`src/hdl/seg_port_defs.svh`:
```
// What this block does
// - eight pins, each direction set independently
// - second port mirrors the first exactly
// - both bits zero makes pin input
// - direction one, select zero drives latch
// - select one routes LCD segment out
// - reset clears latch, direction, select
// - input bits read back pin level
// - select-only bits read back zero
// - direction-one bits read back latch
// - bit operations write input levels back
`ifndef SEG_PORT_DEFS_SVH
`define SEG_PORT_DEFS_SVH

// ****************************************
// widths and counts
// ****************************************
`define SEG_PORT_WIDTH 8
`define SEG_PORT_COUNT 2
`define SEG_ADDR_WIDTH 4

// ****************************************
// register offsets
// ****************************************
`define SEG_PORT_A_LATCH_OFS 4'h0
`define SEG_PORT_A_DIR_OFS 4'h1
`define SEG_PORT_A_LCD_SEL_OFS 4'h2
`define SEG_PORT_B_LATCH_OFS 4'h3
`define SEG_PORT_B_DIR_OFS 4'h4
`define SEG_PORT_B_LCD_SEL_OFS 4'h5
`define SEG_BIT_SET_OFS 4'h6
`define SEG_BIT_CLR_OFS 4'h7

// ****************************************
// bit operation command fields
// ****************************************
`define SEG_BITOP_INDEX_MSB 2
`define SEG_BITOP_INDEX_LSB 0
`define SEG_BITOP_PORT_POS 3

// ****************************************
// reset values
// ****************************************
`define SEG_LATCH_RESET 8'h00
`define SEG_DIR_RESET 8'h00
`define SEG_LCD_SEL_RESET 8'h00
`define SEG_RDATA_RESET 8'h00

`endif

```
`src/hdl/seg_port_pkg.sv`:
```
package seg_port_pkg;

   // ****************************************
   // register set of one port
   // ****************************************
   typedef struct packed {
      logic [7:0] latch;   // output latch
      logic [7:0] dir;     // 1 = output
      logic [7:0] lcd_sel; // 1 = lcd segment
   } port_regs_t;

   // ****************************************
   // drive towards one port's pins
   // ****************************************
   typedef struct packed {
      logic [7:0] out; // level driven
      logic [7:0] oe;  // high while driving
   } pin_drive_t;

   // ****************************************
   // register bus request
   // ****************************************
   typedef struct packed {
      logic [3:0] addr;
      logic [7:0] wdata;
      logic wr;
      logic rd;
   } bus_req_t;

   // ****************************************
   // whole state of the top module
   // ****************************************
   typedef struct packed {
      port_regs_t [1:0] port; // index 0 = port a, 1 = port b
      logic [7:0] rdata;      // registered read data
   } gpio_state_t;

   // ****************************************
   // kind of register addressed
   // ****************************************
   typedef enum logic [2:0] {
      REG_LATCH = 3'b000,
      REG_DIR = 3'b001,
      REG_LCD_SEL = 3'b010,
      REG_BIT_SET = 3'b011,
      REG_BIT_CLR = 3'b100,
      REG_NONE = 3'b111
   } reg_kind_t;

endpackage

```
`src/hdl/lcd_shared_gpio_ports.sv`:
```
// Local design decisions: the register offsets and the strobed register port.
`timescale 1ns/1ps
`default_nettype none
`include "seg_port_defs.svh"
// ****************************************
// two lcd-shared general purpose ports
// ****************************************
module lcd_shared_gpio_ports (
   input wire logic clk,
   input wire logic nrst,
   input wire seg_port_pkg::bus_req_t bus,
   output logic [7:0] rdata,
   input wire logic [1:0][7:0] pin_in,
   input wire logic [1:0][7:0] lcd_seg,
   output seg_port_pkg::pin_drive_t [1:0] pin_drive
);

   // ****************************************
   // reset release synchroniser
   // ****************************************
   logic rst_meta_n; // first stage, read only by second
   logic rst_sync_n; // reset used by the block

   // two flops release the reset on the clock
   always_ff @(posedge clk or negedge nrst) begin
      if (!nrst) begin
         rst_meta_n <= 1'b0;
         rst_sync_n <= 1'b0;
      end else begin
         rst_meta_n <= 1'b1;
         rst_sync_n <= rst_meta_n;
      end
   end

   // ****************************************
   // address decode
   // ****************************************
   // kind of register at an address
   function automatic seg_port_pkg::reg_kind_t kind_of(
      input logic [3:0] a
   );
      case (a)
         `SEG_PORT_A_LATCH_OFS,
         `SEG_PORT_B_LATCH_OFS: kind_of = seg_port_pkg::REG_LATCH;
         `SEG_PORT_A_DIR_OFS,
         `SEG_PORT_B_DIR_OFS: kind_of = seg_port_pkg::REG_DIR;
         `SEG_PORT_A_LCD_SEL_OFS,
         `SEG_PORT_B_LCD_SEL_OFS: kind_of = seg_port_pkg::REG_LCD_SEL;
         `SEG_BIT_SET_OFS: kind_of = seg_port_pkg::REG_BIT_SET;
         `SEG_BIT_CLR_OFS: kind_of = seg_port_pkg::REG_BIT_CLR;
         default: kind_of = seg_port_pkg::REG_NONE;
      endcase
   endfunction

   // port index addressed by a register offset
   function automatic logic port_of(input logic [3:0] a);
      port_of = (a >= `SEG_PORT_B_LATCH_OFS);
   endfunction

   // ****************************************
   // state
   // ****************************************
   seg_port_pkg::gpio_state_t state; // registered state
   seg_port_pkg::gpio_state_t next_state; // next state
   logic [1:0][7:0] readback; // per-port data read value

   // ****************************************
   // per-port pin logic
   // ****************************************
   genvar p;
   generate
      for (p = 0; p < `SEG_PORT_COUNT; p++) begin : g_port
         // both ports use the same cell, each its own registers
         seg_port_pins u_pins (
            .regs(state.port[p]),
            .pin_in(pin_in[p]),
            .lcd_seg(lcd_seg[p]),
            .drive(pin_drive[p]),
            .readback(readback[p])
         );
      end
   endgenerate

   // ****************************************
   // next state
   // ****************************************
   seg_port_pkg::reg_kind_t kind; // decoded kind
   logic sel; // addressed port
   logic op_port; // port of a bit operation
   logic [2:0] op_bit; // bit of a bit operation
   logic [7:0] merged; // read-modify-write result

   always_comb begin
      next_state = state;
      kind = kind_of(bus.addr);
      sel = port_of(bus.addr);
      op_port = bus.wdata[`SEG_BITOP_PORT_POS];
      op_bit = bus.wdata[`SEG_BITOP_INDEX_MSB:`SEG_BITOP_INDEX_LSB];
      merged = readback[op_port];
      // bit ops start from what a data read returns
      merged[op_bit] = (kind == seg_port_pkg::REG_BIT_SET);
      if (bus.wr) begin
         case (kind)
            // full write reaches every latch bit
            seg_port_pkg::REG_LATCH: begin
               next_state.port[sel].latch = bus.wdata;
            end
            seg_port_pkg::REG_DIR: begin
               next_state.port[sel].dir = bus.wdata;
            end
            seg_port_pkg::REG_LCD_SEL: begin
               next_state.port[sel].lcd_sel = bus.wdata;
            end
            // input bits take the pin level into the latch
            seg_port_pkg::REG_BIT_SET,
            seg_port_pkg::REG_BIT_CLR: begin
               next_state.port[op_port].latch = merged;
            end
            default: begin
               // unmapped write is ignored
            end
         endcase
      end
      // read data valid for one cycle only
      next_state.rdata = `SEG_RDATA_RESET;
      if (bus.rd) begin
         case (kind)
            seg_port_pkg::REG_LATCH: begin
               next_state.rdata = readback[sel];
            end
            seg_port_pkg::REG_DIR: begin
               next_state.rdata = state.port[sel].dir;
            end
            seg_port_pkg::REG_LCD_SEL: begin
               next_state.rdata = state.port[sel].lcd_sel;
            end
            default: begin
               // command and unmapped offsets read zero
               next_state.rdata = `SEG_RDATA_RESET;
            end
         endcase
      end
   end

   // ****************************************
   // state register
   // ****************************************
   always_ff @(posedge clk or negedge rst_sync_n) begin
      if (!rst_sync_n) begin
         for (int i = 0; i < `SEG_PORT_COUNT; i++) begin
            state.port[i].latch <= `SEG_LATCH_RESET;
            state.port[i].dir <= `SEG_DIR_RESET;
            state.port[i].lcd_sel <= `SEG_LCD_SEL_RESET;
         end
         state.rdata <= `SEG_RDATA_RESET;
      end else begin
         state <= next_state;
      end
   end

   // read data from the register
   assign rdata = state.rdata;

endmodule
`default_nettype wire

```
`src/hdl/seg_port_pins.sv`:
```
`timescale 1ns/1ps
`default_nettype none
// ****************************************
// pin mux and read-back of one port
// ****************************************
module seg_port_pins (
   input wire seg_port_pkg::port_regs_t regs,
   input wire logic [7:0] pin_in,
   input wire logic [7:0] lcd_seg,
   output seg_port_pkg::pin_drive_t drive,
   output logic [7:0] readback
);

   // per-bit drive and read-back
   always_comb begin
      for (int i = 0; i < 8; i++) begin
         if (regs.lcd_sel[i]) begin
            // segment waveform wins over latch and direction
            drive.out[i] = lcd_seg[i];
            drive.oe[i] = 1'b1;
         end else if (regs.dir[i]) begin
            // plain output from the latch
            drive.out[i] = regs.latch[i];
            drive.oe[i] = 1'b1;
         end else begin
            // input: pin released, latch ignored
            drive.out[i] = 1'b0;
            drive.oe[i] = 1'b0;
         end
         if (regs.dir[i]) begin
            readback[i] = regs.latch[i];
         end else if (regs.lcd_sel[i]) begin
            readback[i] = 1'b0;
         end else begin
            readback[i] = pin_in[i];
         end
      end
   end

endmodule
`default_nettype wire

```
`config.mk`:
```
export PLATFORM = sky130hd
export DESIGN_NAME = lcd_shared_gpio_ports
export DESIGN_NICKNAME = d
export VERILOG_FILES = /design/src/hdl/seg_port_pkg.sv /design/src/hdl/lcd_shared_gpio_ports.sv /design/src/hdl/seg_port_pins.sv
export VERILOG_INCLUDE_DIRS = /design/src /design/src/hdl
export SDC_FILE = /design/constraint.sdc
export NUM_CORES = 1
export LEC_CHECK = 0
export BUFFER_PORTS_ARGS = -buffer_cell sky130_fd_sc_hd__buf_2
export CELL_PAD_IN_SITES_DETAIL_PLACEMENT = 0
export CELL_PAD_IN_SITES_GLOBAL_PLACEMENT = 1
export CORE_MARGIN = 2
export CORE_UTILIZATION = 37
export CTS_CLUSTER_DIAMETER = 60
export DETAILED_ROUTE_END_ITERATION = 10
export GPL_ROUTABILITY_DRIVEN = 0
export PLACE_DENSITY_LB_ADDON = 0.1
export SLEW_MARGIN = 5
export SYNTH_ARGS = -nofsm -noshare
export SYNTH_HDL_FRONTEND = slang
export SYNTH_SLANG_ARGS = --single-unit
export TNS_END_PERCENT = 100
```
`constraint.sdc`:
```
create_clock -name clk -period 1.6 [get_ports clk]
set_input_delay 0.08 -clock clk [delete_from_list [all_inputs] [get_ports clk]]
set_output_delay 0.08 -clock clk [all_outputs]
set_load 0.005 [all_outputs]
```
==> results by group <==
Run status
  • Outcome: finished, final reports clean

GRT
  • Wire length of the first global-routing pass: 18.2 mm
  • Pin count of the biggest net entering global routing: 57
  • Antenna violations before repair: 0
  • Global routing usage summed across all routing layers: 0.232
  • Total congestion overflow after global routing: 0
  • Via count of the first global-routing pass: 3,318

Timing
  • Max-slew violation count: 0
  • Fin crit share: 0.974
  • Slew @ Worst Pin: 0.581 ns
  • Fmax achieved: between 0.6 and 0.7 GHz
  • Setup violations, final: 0
  • Clock Skews: 0.0132 ns
  • Hold Vio Cnt, Final: 0
  • Max_slew headroom: 0.611
  • Final worst path period need: 1.56 ns
  • Sum of negative setup slack: 0 ns

Worst setup path
  • Crit path required time: 1.83 ns
  • Crit path launch type: primary input
  • Cells along the critical path: clkbuf_4 -> inv_4 -> ha_4 -> nor2b_1 -> a32oi_2 -> nor3_1 -> buf_4 -> and2_1 -> a221o_1
  • Buf/Inv on CP: 3
  • Worst setup EP type: flip-flop
  • Critical path's slowest cell: sky130_fd_sc_hd__a32oi_2
  • Type of the worst setup path: primary input to flip-flop
  • Largest stage delay on the critical path: 0.36 ns
  • Critical path data arrival time: 1.79 ns
  • Cell type group with the largest total delay on the critical path: compound AO/OA/AOI/OAI gates
  • Maximum fanout encountered on the critical timing path: 8
  • Reg-to-reg setup timing slack: 0.18 ns

Synthesis
  • Area leader, netlist: sky130_fd_sc_hd__dfrtp_1
  • Unique masters post-synth: 51
  • Flip-flop cell with the highest count after synthesis: sky130_fd_sc_hd__dfrtp_1
  • Sequential area share after synthesis: 0.400
  • Post-Synthesis Net Count: 444
  • Fraction of registers with async set or reset after synthesis: 1.00
  • Number of synthesis warnings: 0
  • Register bit count reported by yosys: between 50 and 60
  • Instance count of the mapped netlist: 393
  • Synthesized area per cell: about 9 um^2
  • Top cells by area, synth: sky130_fd_sc_hd__dfrtp_1 (40%), sky130_fd_sc_hd__mux2_2 (9.9%), sky130_fd_sc_hd__nand2_1 (7.2%), sky130_fd_sc_hd__a221o_1 (5.5%), sky130_fd_sc_hd__o21ai_0 (4.8%)
  • Share of the synthesized area in the top cell type: 0.400
  • Mapped cell area: 0.00363 mm^2
  • Number of synthesized flops with an enable pin: 0

Clocking
  • Source-to-sink clock delay at the later pin of the worst-skew pair: 0.35 ns
  • Clk buf depth: 2
  • TritonCTS Buffers: 9
  • Clock tree from TritonCTS: yes
  • Clock net sink count: 58
  • H-Tree Level Count: 3
  • Cell at the root of the clock tree: sky130_fd_sc_hd__clkbuf_8
  • Clock edge transition at the registers on the reported setup and hold paths: roughly 0.08 ns

Hold path
  • Class of the most critical hold timing path: primary input to asynchronous set/reset pin

Place
  • Placed wire-length estimate: between 8 and 9 mm
  • Post-place instance area: 0.00493 mm^2
  • Number of port buffers: 87

Die
  • Core Region: 0.00964 mm^2
  • Die Footprint: 0.0106 mm^2
  • I/O Pins: slightly below 90
  • Height of the die: 103 um
  • Number of placement rows: 36
  • Width of the die: between 100 and 150 um
  • Initial cell density of the core: 0.377

Finish
  • Syn-to-layout area delta: 42.4%
  • Number of filler instances in the final layout: 928
  • Combined area of the multi-input logic cells: 0.00222 mm^2
  • Footprint of the flip-flops and latches: 0.00145 mm^2
  • Number of nets at the end of the flow: 603
  • Final std cell area, no fill: 0.00517 mm^2
  • Proportion of layout cells with a drive suffix above 1: 0.436
  • Number of antenna cells inserted: 0

Route
  • Average vias per placed instance: between 5 and 6
  • DRC viols: 0
  • Total number of vias: 3,567
  • Routed wire per std cell: 17.2 um
  • Routed Wire Length: 11.9 mm
  • Drt first pass iters: 4
  • Post-DRT Antenna Nets: 0
  • DRC marker count from the first detailed-route iteration: roughly 230

Power and ir drop
  • Switching part of the total power: 0.343
  • Power dissipated by switching net loads: 1.68 mW
  • Clock group share of total power: 0.241
  • Leakage: 2.50 nW
  • Cell Int Power: ~3.2 mW
  • Relative contribution of combinational cells to total power: 0.347
  • Maximum vdd ir drop: around 0.33 mV
  • Sequential share of power: 0.412
  • Power density normalized to cell area: 948 mW/mm^2

Run
  • Max-cap violations: 0
## per-stage QoR
step	std cells	setup slack [ns]	utilization	power [mW]	hold slack, ns
after detailed placement	670	-0.383	0.511	3.72	-0.132
after CTS	687	0.00215	0.529	4.92	0.0149
after global placement	670	-0.338	0.511	3.69	-0.136
after floorplan	393	-0.270	-	2.98	-0.216
final	690	0.0418	0.536	4.90	0.0269
after global routing	690	-0.0204	0.536	5.22	0.0480
## per-layer routing
layer / wire, um / share of wire / track usage
met1: 5530 / 0.47 / 0.338
met2: 5440 / 0.46 / 0.345
met3: 770 / 0.065 / 0.0508
met4: 141 / 0.012 / 0.0658
met5: 0 / 0 / 0
## kinds of logic (layout without fill, tap and decap cells)
group,after synthesis,count (layout),synth area share
other,1,1,0.00103
buffers and inverters,37,201,0.0462
multiplexers,42,42,0.127
AO/OA/AOI/OAI,112,112,0.216
XOR/XNOR,2,2,0.00483
adder cells (fa/ha/maj),3,3,0.0103
AND/OR/NAND/NOR,138,138,0.195
flip-flops,58,58,0.400
## worst reg2reg max path, stage by stage, from the launching register on
cell	delay, ns
sky130_fd_sc_hd__dfrtp_1	0.41
sky130_fd_sc_hd__nand2_1	0.09
sky130_fd_sc_hd__a21boi_1	0.27
sky130_fd_sc_hd__o21ai_0	0.14
sky130_fd_sc_hd__a221o_1	0.38
## path summary, 6_finish.rpt
path	depth (start not counted)	to	start
min in group clk	2	flip-flop	bus[6]
worst min-delay path	2	rst_sync_n$_DFF_PN0_	nrst
worst min register to register	1	asynchronous set/reset pin	rst_sync_n$_DFF_PN0_
worst max register to register	4	rdata[0]$_DFF_PN0_	flip-flop
max in group asynchronous	1	asynchronous set/reset pin	rst_sync_n$_DFF_PN0_
worst max-delay path	9	flip-flop	bus[10]
## cells in the mapped netlist, types with 2 or more instances
cell,count
sky130_fd_sc_hd__and2_1,8
sky130_fd_sc_hd__buf_2,8
sky130_fd_sc_hd__or3_1,3
sky130_fd_sc_hd__a21boi_0,11
sky130_fd_sc_hd__dfrtp_1,58
sky130_fd_sc_hd__o21ai_0,35
sky130_fd_sc_hd__a311oi_1,4
sky130_fd_sc_hd__nor3b_1,2
sky130_fd_sc_hd__nand3b_1,5
sky130_fd_sc_hd__a21oi_1,15
sky130_fd_sc_hd__or2_2,2
sky130_fd_sc_hd__nor3_4,2
sky130_fd_sc_hd__nand2_1,70
sky130_fd_sc_hd__a21o_1,2
sky130_fd_sc_hd__nand2b_1,2
sky130_fd_sc_hd__o211ai_1,9
sky130_fd_sc_hd__inv_1,22
sky130_fd_sc_hd__a221o_1,20
sky130_fd_sc_hd__ha_1,3
sky130_fd_sc_hd__clkbuf_1,3
sky130_fd_sc_hd__nor3_2,2
sky130_fd_sc_hd__nor2_1,23
sky130_fd_sc_hd__a211oi_1,5
sky130_fd_sc_hd__nand3_1,4
sky130_fd_sc_hd__o311ai_0,3
sky130_fd_sc_hd__buf_4,3
sky130_fd_sc_hd__mux2i_1,10
sky130_fd_sc_hd__nor3_1,4
sky130_fd_sc_hd__mux2_2,32
sky130_fd_sc_hd__nor2b_1,2
## power by group through the flow
stage / Combinational (mW) / Sequential [mW] / Clock (mW)
after global placement: 1.65 / 2.04 / 0
final: 1.70 / 2.02 / 1.18
after detailed placement: 1.68 / 2.04 / 0
after CTS: 1.69 / 2.02 / 1.21
after global routing: 1.89 / 2.06 / 1.27
after floorplan: 0.967 / 2.01 / 0
## cells in the final DEF, fill, tap and decap left out, types with 9 or more instances in the layout
cell type	count
sky130_fd_sc_hd__buf_2	86
sky130_fd_sc_hd__nand2_1	69
sky130_fd_sc_hd__buf_4	68
sky130_fd_sc_hd__dfrtp_1	57
sky130_fd_sc_hd__o21ai_0	35
sky130_fd_sc_hd__mux2_4	25
sky130_fd_sc_hd__nor2_1	23
sky130_fd_sc_hd__inv_1	20
sky130_fd_sc_hd__a221o_1	20
sky130_fd_sc_hd__a21oi_1	14
sky130_fd_sc_hd__mux2i_1	10
sky130_fd_sc_hd__a21boi_0	9
sky130_fd_sc_hd__o211ai_1	9
sky130_fd_sc_hd__clkbuf_8	9
## area by class of cell
cell class,count,share of cell area
inverters,22,0.0165
well taps,133,0.0322
flip-flops and latches,58,0.281
multi-input cells,298,0.430
repair buffers,163,0.209
clock buffers,10,0.0247
clock inverters,6,0.00677
## repair_timing
item	4_1_cts	5_1_grt
setup buffers	0	3
endpoints found under the setup margin	12	34
pin swaps	1	1
hold buffers	1	0
hold endpoints to repair	2	0
gates resized for setup	2	14
(Power assumes the default switching activity.)
